===== src/include/lsq_pkg.sv =====
// lsq_pkg: constants, states and timing for the display supply control.
// Assumes one 250 MHz pclk and an APB slave with 32-bit data.
// What this block does
// - Input valid above upper, invalid below lower
// - Lockout disables reference, outputs, releases switch
// - Precharge storage rail with limited rectifier
// - Start at reduced limit, ramp to full
// - Both switches on; limit turns one off
// - Restart at once or skip pulses
// - Inductor shared among three targets
// - Persistent output fault latches shutdown
// - Run high: switch on, converter starts
// - Enable powers source; gate-low after source good
// - Gate-high waits for gate-low good
// - Run low: gate rails off first
// - Discharge gate-high only during power-down
// - Feedback threshold: source off, then logic
// - Pin mode: start needs run and lockout release
// - Any fault disables all three together
// - Source low after fault: pin high, shutdown
// - Latch clears by run/enable low or lockout
`default_nettype none
package lsq_pkg;
	localparam int CLK_MHZ = 250;
	localparam int FAULT_TIME_US = 100;
	localparam int FAULT_CYC = FAULT_TIME_US * CLK_MHZ;
	localparam int SS_STEP_NS = 200;
	localparam int SS_STEP_CYC = (SS_STEP_NS * CLK_MHZ + 999) / 1000;
	localparam logic [7:0] ILIM_START_MA = 8'h41;
	localparam logic [7:0] ILIM_FULL_MA = 8'h96;
	localparam logic [7:0] OFS_CTRL = 8'h00;
	localparam logic [7:0] OFS_STATUS = 8'h04;
	localparam logic [1:0] CTRL_RST = 2'h3;
	localparam int CTRL_SKIP = 0;
	localparam int CTRL_START = 1;
	localparam int SYNC_W = 20;
	typedef enum logic [2:0] {
		SQ_OFF = 3'b000,
		SQ_PRECH = 3'b001,
		SQ_RUN = 3'b010,
		SQ_PDOWN = 3'b011,
		SQ_PDLOG = 3'b100,
		SQ_FLTDN = 3'b101,
		SQ_LATCH = 3'b110
	} lsq_seq_e;
	typedef enum logic [1:0] {
		SW_IDLE = 2'b00,
		SW_CHARGE = 2'b01,
		SW_DUMP = 2'b10
	} lsq_sw_e;
	typedef enum logic [1:0] {
		TG_BOOT = 2'b00,
		TG_GH = 2'b01,
		TG_GL = 2'b10
	} lsq_tgt_e;
endpackage
`default_nettype wire


===== src/hw/lsq_sync.sv =====
// lsq_sync: three-flop synchronizer for a vector of asynchronous inputs.
// Assumes inputs may change at any time relative to pclk.
`timescale 1ns/1ps
`default_nettype none
module lsq_sync #(
	parameter int W = 1
)(
	input wire logic pclk,
	input wire logic presetn,
	input wire logic [W-1:0] async_in,
	output logic [W-1:0] sync_out
);
	logic [W-1:0] s1_reg;
	logic [W-1:0] s2_reg;
	logic [W-1:0] s3_reg;

	always_ff @(posedge pclk or negedge presetn)
	begin
		if (!presetn)
		begin
			s1_reg <= '0;
			s2_reg <= '0;
			s3_reg <= '0;
			sync_out <= '0;
		end
		else
		begin
			s1_reg <= async_in;
			s2_reg <= s1_reg;
			s3_reg <= s2_reg;
			// Change counts only once stages two and three agree
			for (int i = 0; i < W; i++)
			begin
				if (s2_reg[i] == s3_reg[i])
					sync_out[i] <= s3_reg[i];
			end
		end
	end
endmodule // lsq_sync
`default_nettype wire


===== src/hw/lsq_tick.sv =====
// lsq_tick: enable-pulse divider, one pulse every DIV cycles while enabled.
// Assumes en held steady for the whole interval it is meant to measure.
`timescale 1ns/1ps
`default_nettype none
module lsq_tick #(
	parameter int DIV = 50
)(
	input wire logic pclk,
	input wire logic presetn,
	input wire logic en,
	output logic tick
);
	localparam int CW = $clog2(DIV + 1);
	logic [CW-1:0] cnt_reg;

	always_ff @(posedge pclk or negedge presetn)
	begin
		if (!presetn)
		begin
			cnt_reg <= '0;
			tick <= 1'b0;
		end
		else if (!en)
		begin
			cnt_reg <= '0;
			tick <= 1'b0;
		end
		else
		begin
			tick <= (cnt_reg == CW'(DIV - 1));
			cnt_reg <= (cnt_reg == CW'(DIV - 1)) ? '0 : cnt_reg + 1'b1;
		end
	end
endmodule // lsq_tick
`default_nettype wire


===== src/hw/lsq_supply_ctrl.sv =====
// lsq_supply_ctrl: lockout, soft start, inductor multiplexing,
// output ordering and latched fault shutdown, with an APB slave.
// Assumes comparator results arrive asynchronously as logic levels.
`timescale 1ns/1ps
`default_nettype none
module lsq_supply_ctrl #(
	parameter bit AUTO_SEQ = 1'b1,
	parameter int FAULT_CYCLES = lsq_pkg::FAULT_CYC,
	parameter int SS_CYCLES = lsq_pkg::SS_STEP_CYC
)(
	input wire logic pclk,
	input wire logic presetn,
	input wire logic psel,
	input wire logic penable,
	input wire logic pwrite,
	input wire logic [7:0] paddr,
	input wire logic [31:0] pwdata,
	output logic [31:0] prdata,
	output logic pready,
	output logic pslverr,
	input wire logic run_pin,
	input wire logic en_pin,
	input wire logic gate_low_enable_pin,
	input wire logic gate_high_enable_pin,
	input wire logic vin_above_rise,
	input wire logic vin_above_fall,
	input wire logic precharge_done,
	input wire logic source_good,
	input wire logic gate_low_good,
	input wire logic source_fault,
	input wire logic gate_high_fault,
	input wire logic gate_low_fault,
	input wire logic negative_feedback_level_thr,
	input wire logic source_low,
	input wire logic inductor_at_limit,
	input wire logic inductor_empty,
	input wire logic req_boot,
	input wire logic req_gate_high,
	input wire logic req_gate_low,
	input wire logic logic_switch_in,
	output logic logic_switch_out,
	output logic logic_switch_oe_n,
	output logic reference_en,
	output logic boot_en,
	output logic source_drive_supply_en,
	output logic gate_low_supply_en,
	output logic gate_high_supply_en,
	output logic gate_high_discharge,
	output logic panel_digital_supply_en,
	output logic rectifier_limit,
	output logic high_side_switch_on,
	output logic low_side_switch_on,
	output logic [7:0] inductor_current_limit
);
	import lsq_pkg::*;
	localparam int FW = $clog2(FAULT_CYCLES + 1);
	logic [SYNC_W-1:0] sync_vec;
	logic run_s, en_s, glp_s, ghp_s, rise_s, fall_s, prech_s, sgood_s, glgood_s;
	logic sflt_s, ghflt_s, glflt_s, fbl_s, slow_s, atlim_s, empty_s;
	logic rqb_s, rqh_s, rql_s, swin_s;
	lsq_seq_e st_reg;
	lsq_sw_e sw_reg;
	lsq_tgt_e tgt_reg;
	lsq_tgt_e pick_tgt;
	logic input_undervoltage_lockout_ok_reg;
	logic bypass_reg;
	logic [1:0] ctrl_reg;
	logic [FW-1:0] fcnt_reg;
	logic flt_any, fault_trip, conv_on, any_rq, want_cycle, ss_tick, switch_on;
	lsq_sync #(.W(SYNC_W)) u_sync (
		.pclk(pclk),
		.presetn(presetn),
		.async_in({run_pin, en_pin, gate_low_enable_pin, gate_high_enable_pin,
			vin_above_rise, vin_above_fall, precharge_done, source_good,
			gate_low_good, source_fault, gate_high_fault, gate_low_fault,
			negative_feedback_level_thr, source_low, inductor_at_limit,
			inductor_empty, req_boot, req_gate_high, req_gate_low, logic_switch_in}),
		.sync_out(sync_vec)
	);
	assign {run_s, en_s, glp_s, ghp_s, rise_s, fall_s, prech_s, sgood_s, glgood_s,
		sflt_s, ghflt_s, glflt_s, fbl_s, slow_s, atlim_s, empty_s,
		rqb_s, rqh_s, rql_s, swin_s} = sync_vec;
	always_ff @(posedge pclk or negedge presetn)
	begin
		if (!presetn)
			input_undervoltage_lockout_ok_reg <= 1'b0;
		else if (rise_s)
			input_undervoltage_lockout_ok_reg <= 1'b1;
		else if (!fall_s)
			input_undervoltage_lockout_ok_reg <= 1'b0;
	end
	assign flt_any = (source_drive_supply_en & sflt_s) | (gate_high_supply_en & ghflt_s)
		| (gate_low_supply_en & glflt_s);
	// Fault must persist a full timer period
	assign fault_trip = (st_reg == SQ_RUN) && flt_any && (fcnt_reg == FW'(FAULT_CYCLES - 1));
	assign conv_on = (st_reg == SQ_RUN) || (st_reg == SQ_PDOWN);
	assign any_rq = rqb_s | (rqh_s & gate_high_supply_en) | (rql_s & gate_low_supply_en);
	// Continuous mode forces cycles when skipping is off
	assign want_cycle = conv_on && (any_rq || !ctrl_reg[CTRL_SKIP]);
	// Gate-low first, then gate-high, else storage rail
	assign pick_tgt = (rql_s && gate_low_supply_en) ? TG_GL :
		((rqh_s && gate_high_supply_en) ? TG_GH : TG_BOOT);
	assign switch_on = (st_reg == SQ_PRECH) || conv_on || (st_reg == SQ_PDLOG)
		|| (st_reg == SQ_FLTDN);
	always_ff @(posedge pclk or negedge presetn)
	begin
		if (!presetn)
			fcnt_reg <= '0;
		else if (st_reg != SQ_RUN || !flt_any)
			fcnt_reg <= '0;
		else if (fcnt_reg != FW'(FAULT_CYCLES - 1))
			fcnt_reg <= fcnt_reg + 1'b1;
	end
	always_ff @(posedge pclk or negedge presetn)
	begin
		if (!presetn)
			st_reg <= SQ_OFF;
		else if (!input_undervoltage_lockout_ok_reg)
			st_reg <= SQ_OFF;
		else
		begin
			unique case (st_reg)
				SQ_OFF:
					// Run high starts; lockout already released
					if (run_s && ctrl_reg[CTRL_START])
						st_reg <= SQ_PRECH;
				SQ_PRECH:
					if (!run_s)
						st_reg <= SQ_OFF;
					else if (prech_s)
						st_reg <= SQ_RUN;
				SQ_RUN:
					if (fault_trip)
						st_reg <= SQ_FLTDN;
					else if (!run_s)
						st_reg <= bypass_reg ? SQ_OFF : SQ_PDOWN;
				SQ_PDOWN:
					if (fbl_s)
						st_reg <= SQ_PDLOG;
				SQ_PDLOG:
					st_reg <= SQ_OFF;
				SQ_FLTDN:
					// Shut down once source has fallen
					if (slow_s)
						st_reg <= SQ_LATCH;
				SQ_LATCH:
					// Both run and enable low release the latch
					if (!run_s && !en_s)
						st_reg <= SQ_OFF;
				default:
					st_reg <= SQ_OFF;
			endcase
		end
	end
	// Switch pin is only sensed while released
	always_ff @(posedge pclk or negedge presetn)
	begin
		if (!presetn)
			bypass_reg <= 1'b0;
		else if (st_reg == SQ_OFF && !run_s)
			bypass_reg <= swin_s;
	end
	// Source follows enable, rails in order
	always_ff @(posedge pclk or negedge presetn)
	begin
		if (!presetn)
		begin
			source_drive_supply_en <= 1'b0;
			gate_low_supply_en <= 1'b0;
			gate_high_supply_en <= 1'b0;
		end
		// All three off together on a fault
		else if (st_reg != SQ_RUN || fault_trip || !run_s || !input_undervoltage_lockout_ok_reg)
		begin
			// Source held through power-down until threshold
			source_drive_supply_en <= input_undervoltage_lockout_ok_reg && source_drive_supply_en && !fbl_s
				&& (st_reg == SQ_PDOWN || (st_reg == SQ_RUN && !fault_trip && !bypass_reg));
			gate_low_supply_en <= 1'b0;
			gate_high_supply_en <= 1'b0;
		end
		else if (AUTO_SEQ)
		begin
			source_drive_supply_en <= en_s;
			gate_low_supply_en <= en_s && source_drive_supply_en
				&& (gate_low_supply_en || sgood_s);
			gate_high_supply_en <= en_s && gate_low_supply_en
				&& (gate_high_supply_en || glgood_s);
		end
		else
		begin
			// Each rail follows its own pin; system orders them
			source_drive_supply_en <= en_s;
			gate_low_supply_en <= glp_s;
			gate_high_supply_en <= ghp_s;
		end
	end
	// Logic switch, reference and converter controls
	always_ff @(posedge pclk or negedge presetn)
	begin
		if (!presetn)
		begin
			logic_switch_out <= 1'b0;
			logic_switch_oe_n <= 1'b1;
			panel_digital_supply_en <= 1'b0;
			reference_en <= 1'b0;
			boot_en <= 1'b0;
			rectifier_limit <= 1'b0;
			gate_high_discharge <= 1'b0;
		end
		else
		begin
			// Lockout releases the switch and stops everything
			reference_en <= input_undervoltage_lockout_ok_reg && (AUTO_SEQ || run_s || st_reg != SQ_OFF);
			boot_en <= input_undervoltage_lockout_ok_reg && conv_on;
			rectifier_limit <= input_undervoltage_lockout_ok_reg && (st_reg == SQ_PRECH);
			gate_high_discharge <= input_undervoltage_lockout_ok_reg && (st_reg == SQ_PDOWN);
			// Latched shutdown drives the switch pin high
			logic_switch_out <= input_undervoltage_lockout_ok_reg && (st_reg == SQ_LATCH);
			logic_switch_oe_n <= !(input_undervoltage_lockout_ok_reg && (st_reg == SQ_LATCH
				|| (switch_on && !bypass_reg)));
			panel_digital_supply_en <= input_undervoltage_lockout_ok_reg && switch_on && !bypass_reg;
		end
	end
	// Soft-start ramp of the current limit
	lsq_tick #(.DIV(SS_CYCLES)) u_ss_tick (
		.pclk(pclk),
		.presetn(presetn),
		.en(conv_on),
		.tick(ss_tick)
	);
	always_ff @(posedge pclk or negedge presetn)
	begin
		if (!presetn)
			inductor_current_limit <= ILIM_START_MA;
		else if (!conv_on)
			inductor_current_limit <= ILIM_START_MA;
		else if (ss_tick && inductor_current_limit != ILIM_FULL_MA)
			inductor_current_limit <= inductor_current_limit + 8'h01;
	end
	// Switching cycle controller
	always_ff @(posedge pclk or negedge presetn)
	begin
		if (!presetn)
		begin
			sw_reg <= SW_IDLE;
			tgt_reg <= TG_BOOT;
			high_side_switch_on <= 1'b0;
			low_side_switch_on <= 1'b0;
		end
		else if (!conv_on || !input_undervoltage_lockout_ok_reg)
		begin
			sw_reg <= SW_IDLE;
			high_side_switch_on <= 1'b0;
			low_side_switch_on <= 1'b0;
		end
		else
		begin
			unique case (sw_reg)
				SW_IDLE:
					// A cycle opens with both switches on
					if (want_cycle)
					begin
						sw_reg <= SW_CHARGE;
						tgt_reg <= pick_tgt;
						high_side_switch_on <= 1'b1;
						low_side_switch_on <= 1'b1;
					end
				SW_CHARGE:
					// At the limit, drop the switch for the target
					if (atlim_s)
					begin
						sw_reg <= SW_DUMP;
						if (tgt_reg == TG_GL)
							high_side_switch_on <= 1'b0;
						else
							low_side_switch_on <= 1'b0;
					end
				SW_DUMP:
					if (empty_s)
					begin
						sw_reg <= want_cycle ? SW_CHARGE : SW_IDLE;
						tgt_reg <= pick_tgt;
						high_side_switch_on <= want_cycle;
						low_side_switch_on <= want_cycle;
					end
				default:
					sw_reg <= SW_IDLE;
			endcase
		end
	end
	// APB slave, one wait-free access phase after the setup cycle
	always_ff @(posedge pclk or negedge presetn)
	begin
		if (!presetn)
		begin
			prdata <= 32'h0000_0000;
			pready <= 1'b0;
			pslverr <= 1'b0;
		end
		else if (psel && !penable)
		begin
			pready <= 1'b1;
			pslverr <= (paddr != OFS_CTRL) && (paddr != OFS_STATUS);
			if (pwrite || paddr != OFS_CTRL && paddr != OFS_STATUS)
				prdata <= 32'h0000_0000;
			else if (paddr == OFS_CTRL)
				prdata <= {30'h0000_0000, ctrl_reg};
			else
				prdata <= {16'h0000, inductor_current_limit, bypass_reg, st_reg,
					gate_high_supply_en, gate_low_supply_en, source_drive_supply_en,
					input_undervoltage_lockout_ok_reg};
		end
		else
		begin
			pready <= 1'b0;
			pslverr <= 1'b0;
		end
	end
	always_ff @(posedge pclk or negedge presetn)
	begin
		if (!presetn)
			ctrl_reg <= CTRL_RST;
		else if (psel && penable && pready && pwrite && paddr == OFS_CTRL)
			ctrl_reg <= pwdata[1:0];
	end
endmodule // lsq_supply_ctrl
`default_nettype wire


===== config.mk =====
export PLATFORM = sky130hd
export DESIGN_NAME = lsq_supply_ctrl
export DESIGN_NICKNAME = d
export VERILOG_FILES = /design/src/include/lsq_pkg.sv /design/src/hw/lsq_sync.sv /design/src/hw/lsq_tick.sv /design/src/hw/lsq_supply_ctrl.sv
export SDC_FILE = /design/constraint.sdc
export NUM_CORES = 1
export LEC_CHECK = 0
export BUFFER_PORTS_ARGS = -buffer_cell sky130_fd_sc_hd__buf_4
export CAP_MARGIN = 15
export CORE_MARGIN = 2
export CORE_UTILIZATION = 48
export DETAILED_ROUTE_END_ITERATION = 7
export PLACE_DENSITY = 0.71
export SLEW_MARGIN = 25
export SYNTH_ARGS = -nofsm -noshare
export SYNTH_HDL_FRONTEND = slang
export SYNTH_HIERARCHICAL = 1
export SYNTH_SLANG_ARGS = --single-unit

===== constraint.sdc =====
create_clock -name pclk -period 2.3 [get_ports pclk]
set_input_delay 0.23 -clock pclk [delete_from_list [all_inputs] [get_ports pclk]]
set_output_delay 0.23 -clock pclk [all_outputs]
set_load 0.005 [all_outputs]

==> impl_metrics.yaml <==
placement:
  place_area_sq_um: 6150
  dp_slack_ns: 0.232
  gp_congestion: 0.826
  hpwl_um: 6930
  numPortBuffers: 70
run:
  drv_cap: 0
layout:
  area_growth_pct: 27.2
  n_antenna_cell: 0
  regArea_sq_um: 3580
  multi_input_area_sq_um: 1690
  final_cell_area_sq_um: 6920
  fill_cells: 821
  nNetsFinal: 601
  final_core_util_pct: 63.3
  drive_above_1_share_pct: 26.9
setup_path:
  crit_fanout: 3
  start_kind: "flip-flop"
  cp.required_ns: 2.59
  path_class: "reg2reg"
  critPathCaptureType: "flip-flop"
  cp.arrival_ns: 2.35
  reg2reg_depth: 5
timing:
  final.setup.worst_slack_ns: 0.234
  fin_tns_setup_ns: 0
  rsz0062_at_grt: "no"
  fmax_ghz: 0.484
  setup_viol: 0
  slew_violations: 0
  relSlewSlack_pct: 55.8
  min_period_over_period_pct: 89.8
  clock_skew_ns: 0.00645
  period_needed_ns: 2.07
  tightest_slew_ns: 0.646
  finalHoldViolCount: 0
routing:
  wl_um: 10300
  drcViolationCount: 0
  dr.pass1.iters: 4
  vias: 3524
  drtIter0Drc: 220
  viasPerCell: 5.16
  antenna_left: 0
  wl_per_cell_um: 15.1
synthesis:
  synthesis.instances: 422
  synth_warnings: 6
  netlist_area_sq_um: 5440
  postSynthAreaPerCell_sq_um: 12.9
global_routing:
  grt_pass1_wl_um: 18000
  antenna_found_initial: 0
  grt_pass1_vias: 3765
  globalRouteMet1Util_pct: 23.5
  overflow: 0
  grt_use_met3_pct: 4.72
  gr-max-usage-layer: "met2"
  use_met2_pct: 29.4
  grtUsageTotal_pct: 18.2
  grt_max_degree: 55
clocking:
  cts_resized: 0
  clk_pin_slew_ns: 0.06
  cts_max_path_buffers: 2
  cts_buffers: 17
  cts_sinks: 143
  cts_max_level: 4
  cts_root_buffer: "clkbuf_16"
  clkLatencyLatePin_ns: 0.41
  cts_tree: "yes"
pwr:
  design_power_total_mw: 6.16
  p_leak_nw: 3.17
  power_density_nw_per_um2: 890
  irDropWorstVdd_v: 0.000496
min_path:
  hold_class: "in2reg"
  worstHoldPathCells: 2
floorplanning:
  io_pins: 119
  coreArea_sq_um: 10900
  die_h_um: 110
  dieArea_sq_um: 12200
  initial_utilization_pct: 49.8
  die_width_um: 110
  num_rows: 38
run_status:
  outcome: "completed"
-- power breakdown --
| part | internal, mW | total, mW | switching (mW) |
|---|---|---|---|
| clock | 1.69 | 2.67 | 0.981 |
| sequential | 2.70 | 2.87 | 0.172 |
| combinational | 0.322 | 0.618 | 0.296 |
| total | 4.71 | 6.16 | 1.45 |
-- worst max-delay path, stage by stage, from the launching register on --
cell	delay, ns
dfrtp_1	0.41
or4b_4	0.54
nor4_4	0.36
a211oi_2	0.15
nand2b_4	0.18
mux2_1	0.31
-- path summary, 6_finish.rpt --
check / startpoint / end / slack (ns)
max: fcnt_reg[9]$_DFFE_PN0N_ / st_reg[2]$_DFFE_PN0P_ / 0.23
min: pwdata[0] / ctrl_reg[0]$_DFFE_PN1P_ / 0.05
max reg2reg: fcnt_reg[9]$_DFFE_PN0N_ / st_reg[2]$_DFFE_PN0P_ / 0.23
min reg2reg: u_sync/s1_reg[10]$_DFF_PN0_ / u_sync/s2_reg[10]$_DFF_PN0_ / 0.35
max in group asynchronous: presetn / ctrl_reg[1]$_DFFE_PN1P_ / 1.21
min in group asynchronous: presetn / u_sync/s1_reg[15]$_DFF_PN0_ / 0.34
-- per-stage QoR --
| stage | cells | hold slack [ns] |
|---|---|---|
| after global placement | 633 | 0.209 |
| after CTS | 683 | 0.0427 |
| after detailed placement | 633 | 0.222 |
| final | 683 | 0.0526 |
| after floorplan | 437 | -0.0656 |
| after global routing | 683 | 0.0397 |
-- repair_timing --
action,in CTS,in global routing
setup endpoints to repair,0,0
hold endpoints to repair,68,0
hold buffers,19,0
buffers inserted,0,0
-- layer usage --
layer  up-vias  share of wire, %
met5         -                 0
met4         0               2.0
met3        20               4.3
met2        92                49
met1      1766                44
li1       1646                 -
-- final cells by class --
type	instances	share of cell area [%]
Sequential cell	143	51.8
Inverter	17	0.922
Tap cell	140	2.53
Clock inverter	11	2.06
Timing Repair Buffer	102	12.0
Clock buffer	20	6.31
Multi-Input combinational cell	250	24.4
-- placed cells by master (no fill, tap or decap), types with 2 or more instances in the layout --
cell and instances:
dfrtp_1 138, buf_4 81, nor2_1 38, nand2_1 22
dlygate4sd3_1 19, maj3_2 18, clkbuf_16 17, inv_1 16
conb_1 16, o21ai_0 15, a22o_1 14, nand3_1 13
nor3_1 11, xnor2_1 10, xor2_1 10, a21oi_1 8
nand2b_1 6, or3_1 6, ha_1 5, clkinvlp_4 5
dfstp_2 5, nor4_1 4, nand3b_1 4, mux2i_1 4
nand4_1 4, mux2_2 4, nor2b_1 3, o21ai_1 3
a211oi_1 3, mux2_1 3, bufinv_16 3, clkbuf_1 3
clkinv_2 3, and4b_1 2, a2111o_1 2, and3_1 2
a31oi_1 2
No activity file was read; power rests on OpenSTA's default activity.
